<file path="config.mk">
export PLATFORM = sky130hd
export DESIGN_NAME = iavs_capture
export DESIGN_NICKNAME = d
export VERILOG_FILES = /design/src/hw/iavs_pkg.sv /design/src/hw/iavs_vid_if.sv /design/src/hw/iavs_capture.sv /design/src/hw/iavs_vid_filter.sv /design/src/hw/iavs_vid_mapper.sv
export SDC_FILE = /design/constraint.sdc
export NUM_CORES = 1
export LEC_CHECK = 0
export ABC_AREA = 1
export BUFFER_PORTS_ARGS = -buffer_cell sky130_fd_sc_hd__buf_2
export CORE_MARGIN = 5
export CORE_UTILIZATION = 54
export DETAILED_ROUTE_END_ITERATION = 12
export PLACE_DENSITY = 0.84
export SYNTH_ARGS = -nofsm -noshare
export SYNTH_HDL_FRONTEND = slang
export SYNTH_SLANG_ARGS = --single-unit
</file>
<file path="constraint.sdc">
create_clock -name i_core_clk -period 3.28 [get_ports i_core_clk]
set_clock_uncertainty 0.1 [all_clocks]
set_input_delay 0.164 -clock i_core_clk [delete_from_list [all_inputs] [get_ports i_core_clk]]
set_output_delay 0.164 -clock i_core_clk [all_outputs]
set_load 0.02 [all_outputs]
</file>
<file path="src/hw/iavs_pkg.sv">
// constants, types and the mode mapping for the input and id status capture
// assumes one 50 MHz core clock and a synchronous active-high reset
// Behaviour
// - general-input status byte at 6Bh, resets zero
// - status bit reads one while its pin low
// - status bits follow pins, nothing latched
// - id byte layout follows mode from BDh
// - six-bit mode: pins 5:0, bits 7:6 zero
// - extended mode: pins 6:0, bit 7 zero
// - first eleven mode: pins 6:0, bit 7 zero
// - second eleven mode: pins 7:1, bit 0 zero
// - reserved id bits read zero for the mode in force at the last id load
// - id loads only after 600 ns steady
package iavs_pkg;

  // data width of every status byte
  localparam int unsigned IAVS_DW = 8;

  // register offsets on the register read port
  localparam logic [7:0] IAVS_OFF_GPI = 8'h6b;
  localparam logic [7:0] IAVS_OFF_VID = 8'h6c;
  // offset of the outside control register holding the mode field
  localparam logic [7:0] IAVS_OFF_MODE_CTRL = 8'hbd;

  // reset values and the answer to an unmapped offset
  localparam logic [7:0] IAVS_RST_GPI = 8'h00;
  localparam logic [7:0] IAVS_RST_VID = 8'h00;
  localparam logic [7:0] IAVS_UNMAPPED = 8'h00;

  // timing: clock period and least steady time of the id pins
  localparam int unsigned IAVS_CLK_PERIOD_NS = 20;
  localparam int unsigned IAVS_VID_STABLE_NS = 600;
  // least time rounds up to whole cycles, never below one
  localparam int unsigned IAVS_VID_STABLE_CYC_RAW =
    (IAVS_VID_STABLE_NS + IAVS_CLK_PERIOD_NS - 1) / IAVS_CLK_PERIOD_NS;
  localparam int unsigned IAVS_VID_STABLE_CYC =
    (IAVS_VID_STABLE_CYC_RAW < 1) ? 1 : IAVS_VID_STABLE_CYC_RAW;

  // regulator mode field encodings
  typedef logic [1:0] iavs_mode_t;
  localparam iavs_mode_t IAVS_MODE_SIX_BIT = 2'h0;
  localparam iavs_mode_t IAVS_MODE_EXT_SEVEN = 2'h1;
  localparam iavs_mode_t IAVS_MODE_ELEVEN_FIRST = 2'h2;
  localparam iavs_mode_t IAVS_MODE_ELEVEN_SECOND = 2'h3;

  // places steady id pins into the status byte for one mode
  function automatic logic [7:0] iavs_map_vid(input logic [7:0] pins, input iavs_mode_t mode);
    logic [7:0] res;
    res = 8'h00;
    case (mode)
      IAVS_MODE_SIX_BIT: res = {2'h0, pins[5:0]};
      IAVS_MODE_EXT_SEVEN: res = {1'b0, pins[6:0]};
      IAVS_MODE_ELEVEN_FIRST: res = {1'b0, pins[6:0]};
      IAVS_MODE_ELEVEN_SECOND: res = {pins[7:1], 1'b0};
      default: res = 8'h00;
    endcase
    return res;
  endfunction

endpackage

</file>
<file path="src/hw/iavs_vid_if.sv">
// carrier between the id steadiness filter and the capture top
// assumes both ends run on the core clock
`timescale 1ns/1ps
interface iavs_vid_if;
  logic [7:0] vid_word; // id pins as last sampled
  logic steady; // pins held long enough to be taken
  modport filt (output vid_word, output steady);
  modport user (input vid_word, input steady);
endinterface

</file>
<file path="src/hw/iavs_capture.sv">
// top of the general-input and processor id status capture
// assumes the serial register engine issues one-cycle read strobes
// and that all pins are already synchronous to the core clock
`timescale 1ns/1ps
module iavs_capture
  import iavs_pkg::*;
#(
  parameter int unsigned STABLE_CYC = iavs_pkg::IAVS_VID_STABLE_CYC
) (
  input wire logic i_core_clk,
  input wire logic i_sys_rst,
  input wire logic [7:0] i_gpio_pins,
  input wire logic [7:0] i_vid_pins,
  input wire iavs_pkg::iavs_mode_t i_vid_mode,
  input wire logic i_rd_en,
  input wire logic [7:0] i_rd_addr,
  output logic [7:0] o_rd_data,
  output logic o_rd_valid,
  output logic o_rd_hit,
  output logic [7:0] o_general_input_levels,
  output logic [7:0] o_processor_one_voltage_id
);
  import iavs_pkg::*;

  // carrier from the filter
  iavs_vid_if vid_bus ();

  // mapped id byte for the present mode
  logic [7:0] vid_mapped;

  // live view of the general inputs, inverted
  logic [7:0] gpi_r;
  logic [7:0] gpi_nxt;

  // captured id status byte
  logic [7:0] vid_r;
  logic [7:0] vid_nxt;

  // read port outputs
  logic [7:0] rd_data_r;
  logic [7:0] rd_data_nxt;
  logic rd_valid_r;
  logic rd_hit_r;
  logic rd_hit_nxt;

  // steadiness filter on the id pins
  iavs_vid_filter #(
    .STABLE_CYC(STABLE_CYC)
  ) u_filter (
    .i_core_clk(i_core_clk),
    .i_sys_rst(i_sys_rst),
    .i_vid_pins(i_vid_pins),
    .vid(vid_bus.filt)
  );

  // mode mapping of the steady word
  iavs_vid_mapper u_mapper (
    .i_pins(vid_bus.vid_word),
    .i_mode(i_vid_mode),
    .o_byte(vid_mapped)
  );

  // general inputs read one while the pin is low
  always_comb begin
    gpi_nxt = ~i_gpio_pins;
  end

  // no latching: each cycle overwrites the last view
  always_ff @(posedge i_core_clk) begin
    if (i_sys_rst) begin
      gpi_r <= IAVS_RST_GPI;
    end else begin
      gpi_r <= gpi_nxt;
    end
  end

  // take the mapped word only while pins are steady
  always_comb begin
    if (vid_bus.steady) begin
      vid_nxt = vid_mapped;
    end else begin
      vid_nxt = vid_r;
    end
  end

  // id status register, held between steady windows
  always_ff @(posedge i_core_clk) begin
    if (i_sys_rst) begin
      vid_r <= IAVS_RST_VID;
    end else begin
      vid_r <= vid_nxt;
    end
  end

  // read decode, unmapped offsets answer zero
  always_comb begin
    rd_data_nxt = IAVS_UNMAPPED;
    rd_hit_nxt = 1'b0;
    case (i_rd_addr)
      IAVS_OFF_GPI: begin
        rd_data_nxt = gpi_r;
        rd_hit_nxt = 1'b1;
      end
      IAVS_OFF_VID: begin
        rd_data_nxt = vid_r;
        rd_hit_nxt = 1'b1;
      end
      default: begin
        rd_data_nxt = IAVS_UNMAPPED;
        rd_hit_nxt = 1'b0;
      end
    endcase
  end

  // read answer, one cycle after the strobe
  always_ff @(posedge i_core_clk) begin
    if (i_sys_rst) begin
      rd_data_r <= IAVS_UNMAPPED;
      rd_hit_r <= 1'b0;
    end else if (i_rd_en) begin
      rd_data_r <= rd_data_nxt;
      rd_hit_r <= rd_hit_nxt;
    end
  end

  // answer strobe, one cycle wide
  always_ff @(posedge i_core_clk) begin
    if (i_sys_rst) begin
      rd_valid_r <= 1'b0;
    end else begin
      rd_valid_r <= i_rd_en;
    end
  end

  // outputs straight from flip-flops
  assign o_rd_data = rd_data_r;
  assign o_rd_valid = rd_valid_r;
  assign o_rd_hit = rd_hit_r;
  assign o_general_input_levels = gpi_r;
  assign o_processor_one_voltage_id = vid_r;

  // checks: the helper logic below feeds only the assertions, so the
  // datapath never reads it and synthesis trims it away

  // helper: cycles since the id pins last changed, saturating
  localparam int unsigned SW = $clog2(STABLE_CYC + 2);
  logic [SW-1:0] since_chg_r;
  logic [7:0] vid_prev_r;

  // helper history of the id pins for the checks only
  always_ff @(posedge i_core_clk) begin
    if (i_sys_rst) begin
      vid_prev_r <= 8'h00;
      since_chg_r <= '0;
    end else begin
      vid_prev_r <= i_vid_pins;
      if (i_vid_pins != vid_prev_r) begin
        since_chg_r <= '0;
      end else if (since_chg_r != SW'(STABLE_CYC + 1)) begin
        since_chg_r <= since_chg_r + SW'(1);
      end
    end
  end
endmodule

</file>
<file path="src/hw/iavs_vid_filter.sv">
// steadiness filter for the processor id pins
// assumes the pins are synchronous to the core clock
`timescale 1ns/1ps
module iavs_vid_filter
  import iavs_pkg::*;
#(
  parameter int unsigned STABLE_CYC = iavs_pkg::IAVS_VID_STABLE_CYC
) (
  input wire logic i_core_clk,
  input wire logic i_sys_rst,
  input wire logic [7:0] i_vid_pins,
  iavs_vid_if.filt vid
);
  localparam int unsigned CW = $clog2(STABLE_CYC + 1);
  localparam logic [CW-1:0] CNT_TOP = CW'(STABLE_CYC);

  logic [7:0] sample_r; // previous pin sample
  logic [CW-1:0] quiet_r; // cycles pins have matched the sample

  // sample the pins every cycle
  always_ff @(posedge i_core_clk) begin
    if (i_sys_rst) begin
      sample_r <= 8'h00;
    end else begin
      sample_r <= i_vid_pins;
    end
  end

  // restart on any change, count up and stick at the top
  always_ff @(posedge i_core_clk) begin
    if (i_sys_rst) begin
      quiet_r <= '0;
    end else if (i_vid_pins != sample_r) begin
      quiet_r <= '0;
    end else if (quiet_r != CNT_TOP) begin
      quiet_r <= quiet_r + CW'(1);
    end
  end

  assign vid.vid_word = sample_r;
  assign vid.steady = (quiet_r == CNT_TOP);
endmodule

</file>
<file path="src/hw/iavs_vid_mapper.sv">
// mode-dependent placement of the steady id pins
// assumes the mode field comes from the outside control register
`timescale 1ns/1ps
module iavs_vid_mapper
  import iavs_pkg::*;
(
  input wire logic [7:0] i_pins,
  input wire iavs_pkg::iavs_mode_t i_mode,
  output logic [7:0] o_byte
);
  // layout chosen purely by the mode, reserved bits forced low
  always_comb begin
    o_byte = iavs_map_vid(i_pins, i_mode);
  end
endmodule

</file>
## Word level (Yosys, flattened, before mapping)

Cells that the tools add are included.

- Bitwise operators: 1
- Reduce and logical (&&, ||, !) cells: 4
- Equality and inequality tests: 8
- Mux-type cells: 3
- Add/sub/neg operators: 1

Operators by type and width:

| cell | count |
|---|---|
| $pmux 8 s3 | 1 |
| $eq 8x7->1 const B | 2 |
| $pmux 8 s2 | 1 |
| $ne 8x8->1 | 1 |
| $not 8->8 | 1 |
| $reduce_or 2->1 | 3 |
| $add 5x1->5 const B | 1 |
| $eq 5x5->1 const B | 1 |
| $ne 5x5->1 const B | 1 |
| $eq 2x2->1 const B | 2 |
| $eq 2x1->1 const B | 1 |
| $logic_not 2->1 | 1 |
| $mux 1 | 1 |

- Bits in registers: 39
- Logic and storage cells: 24

## Longest topological paths before layout

- Depth in word-level cells: 3
- Depth in mapped cells: 8
- Gate-level depth less buffers: 8

## By module

A second synthesis with hierarchy kept.

- Cell total of the unflattened synthesis: 253
- Area, all modules: 1945.6 um^2

Modules (own cells, without submodules):

| module | times used | area an instance (um^2) | cells an instance |
|---|---|---|---|
| iavs_capture | 1 | 1209.9 | 145 |
| iavs_vid_filter | 1 | 631.9 | 90 |
| iavs_vid_mapper | 1 | 103.8 | 18 |

## Worst setup path before layout

OpenSTA, ideal clock, no wires.

- Kind: reg2reg
- Start: register u_filter.quiet_r[0]
- End: register vid_r[0] (netlist: o_processor_one_voltage_id[0])
- Buffers on the path: 1
- Data arrival time: 1.178 ns
- Data required time: 3.094 ns
- Stages on the path, launching flop included: 7
- Setup slack: 1.916 ns
- Path through: dfxtp_1 -> inv_1 -> ha_1 -> nand2_1 -> nor2_8 -> buf_12 -> a211oi_1

- Cells in the longest elaborated chain, start to end: 1

Ends and longest elaborated chain:

| element | RTL line | source |
|---|---|---|
| from (decl) | iavs_vid_filter.sv:18 | `logic [CW-1:0] quiet_r;` |
| from (signal assigned) | iavs_vid_filter.sv:36 | `quiet_r <= quiet_r + CW'(1);` |
| $eq 5x5->1 | iavs_vid_filter.sv:41 | `assign vid.steady = (quiet_r == CNT_TOP);` |
| to (signal assigned) | iavs_capture.sv:91 | `vid_r <= vid_nxt;` |
| to (decl) | iavs_capture.sv:36 | `logic [7:0] vid_r;` |

No other way between the ends.
A chain may end at the register's enable or synchronous reset.

## Final worst setup path

- Start: register u_filter.quiet_r[0]
- End: register u_filter.quiet_r[3]

- Cells in the longest elaborated chain, start to end: 1
- Elaborated cells between the ends (all ways): 2
- Classes of those cells: 1 x add/sub; 1 x eq/ne

Ends and longest elaborated chain:

| element | RTL line |
|---|---|
| $add 5x1->5 or $ne 5x5->1 (tied branches) | iavs_vid_filter.sv:36, iavs_vid_filter.sv:35 |

Several ways; a longest one is shown, not always the timed one.

==> flow_summary.ini <==
[outcome]
status = finished clean

[grt]
grt_usage = 0.2003
grtUsageMet1 = 0.2343
gr-max-usage-layer = met2
grt_pass1_wl_um = 6817
use_met3 = 0.05657
grt.met2_usage = 0.3411
antenna_found_initial = 0
grt_pass1_vias = 1546
grt_max_degree = 36
grt-ovfl-total = 0

[run]
drv_cap = 0

[setup_path]
crit_top_cell = nand2_1
crit_type = reg -> reg
slowest_stage = dfxtp_1
crit_path_start_kind = register
end_kind = register
cp_cell_sequence = inv_1 > ha_1 > nand2_1 > nor2_8 > inv_2 > nand2_1 > nor2_1 > nor3_2
slowest_delay_ps = 360
cp_max_fo = 16
worst_ep_arrival_time_ps = 1750
cp.required_ps = 3460
reg2reg_slack_ps = 1710

[sta]
final_hold_viol_count = 0
rsz0062_at_grt = no
timing.final.crit_period_ps = 1571
setup_ws_ps = 1709
whs_ps = 85.12
slew_headroom = 0.5465
setup_viol = 0
worst_pin_slew_ps = 680.2
max_freq_mhz = 636.6
maxSlewViolCount = 0
tns_ps = 0
finalCritPeriodShare = 0.4789

[yosys]
ys_seq_elements = 39
ys.flop_type = dfxtp_1
yosysMostFrequentCell = nor2_1
netlist_area_sq_mm = 0.001767
synthTopCellsByCount = nor2_1, nand2_1, dfxtp_1
synth_cells = 236
netlist_top_cells_area = dfxtp_1, nor2_1, nand2_1, nand3_1, inv_1
syn_nets = 269
syn_area_per_cell_sq_um = 7.486
yosys_warnings = 0
async_flop_share = 0
synth_cell_types = 28
synth_edf_count = 0
synth_largest_area_cell = dfxtp_1
synthDominantCellAreaShare = 0.4419
ys_seq_area_frac = 0.4419

[cts]
cts_tree = built
clockBufferDepth = 2
numCtsBuffers = 5
cts.repair.resized = 0
h-tree-depth = 2
clock-sinks = 39
path_clk_slew_ps = 110
root_buffer = clkbuf_4
insertion_delay_ps = 350

[route]
wire_per_inst_um = 11.64
via_per_inst = 4.706
detail_route.iter0.violations = 97
vias = 1647
ant_nets = 0
drc = 0
finalWirelength_um = 4073
first_pass_iters = 5

[power]
total_power_uw = 852.2
p_per_area_mw_per_mm2 = 378.6
peakVddDrop_uv = 270.4
p_leak_nw = 1.173

[layout]
fin_util = 0.7254
nets = 338
syn_to_final_growth_pct = 27.41
diodes = 0
drive_gt1_frac = 0.2647

[floorplan]
start_util = 0.5694
core_sq_mm = 0.003103
die_w_um = 67.20
die_h_um = 67.20
die_area_sq_mm = 0.004516
std_cell_rows = 20
io_pins = 55

[placement]
place.port_buffers = 54
dpl.hpwl_um = 2825
pre_cts_slack_ps = 1736
gp_congestion = 0.7754

[hold_path]
hold_path.class = in -> reg
-- routing by layer --
metal / wire length [um] / up-vias
li1: - / 867
met5: 0 / -
met4: 113 / 0
met1: 1785 / 713
met3: 265 / 15
met2: 1908 / 52
-- final timing paths --
| path | startpoint | to | depth (start not counted) |
|---|---|---|---|
| setup / recovery | u_filter.quiet_r[0] | u_filter.quiet_r[3] | 8 |
| hold / removal | i_rd_en | o_rd_valid | 3 |
| setup reg to reg | u_filter.quiet_r[0] | u_filter.quiet_r[3] | 8 |
| hold reg to reg | u_filter.vid.vid_word[2] | o_processor_one_voltage_id[2] | 2 |
-- state kept, by name (all words and copies together), names as in the netlist --
register	count
o_rd_data	8
o_rd_hit	1
o_rd_valid	1
u_filter.vid.vid_word	8
o_general_input_levels	8
u_filter.quiet_r	5
o_processor_one_voltage_id	8
-- layout make-up --
type | count | area [sq um]
clock inverters | 2 | 12.51
flip-flops and latches | 39 | 780.7
fillers | 273 | 852.1
repair buffers | 70 | 430.4
multi-input cells | 155 | 803.3
inverters | 34 | 127.6
well taps | 44 | 55.05
clock buffers | 6 | 41.29
-- power by group --
part,internal (mW),total [mW],leakage [nW],switching [mW]
clock network,0.0827,0.234,0.0282,0.151
logic,0.0513,0.119,0.825,0.0679
registers,0.490,0.499,0.320,0.00896
total,0.624,0.852,1.17,0.228
-- logic make-up after synthesis --
group	synth area share
simple gates	0.3484
flops	0.4419
compound gates	0.06302
xor+xnor	0.01488
fa+ha+maj	0.02833
buf+inv	0.1034
-- cell usage in the layout (no fill, tap or decap), types with 5 or more instances in the layout --
master	synthesis	final
dlygate4sd3_1	0	16
nor2_1	49	49
nor3_1	6	6
nand2_1	40	40
clkbuf_4	0	5
inv_1	33	33
dfxtp_1	39	39
nand3_1	29	29
buf_2	4	54
-- critical path: cells and delay by family (launching register included) --
kind	cells	cell delay, ps
flip-flops	1	360
adder cells (fa/ha/maj)	1	160
AND/OR/NAND/NOR	5	700
buffers and inverters	2	180
-- what timing repair did --
action | CTS | global route
buffers inserted | 0 | 0
hold buffers | 16 | 0
hold endpoints to repair | 16 | 0
-- per-stage QoR --
step | cells | area [sq um]
global route | 350 | 2251
floorplan | 236 | 1767
CTS | 350 | 2251
detailed placement | 326 | 2037
finish | 350 | 2251
global placement | 326 | 2037
Power figures use the tool's default switching activity.
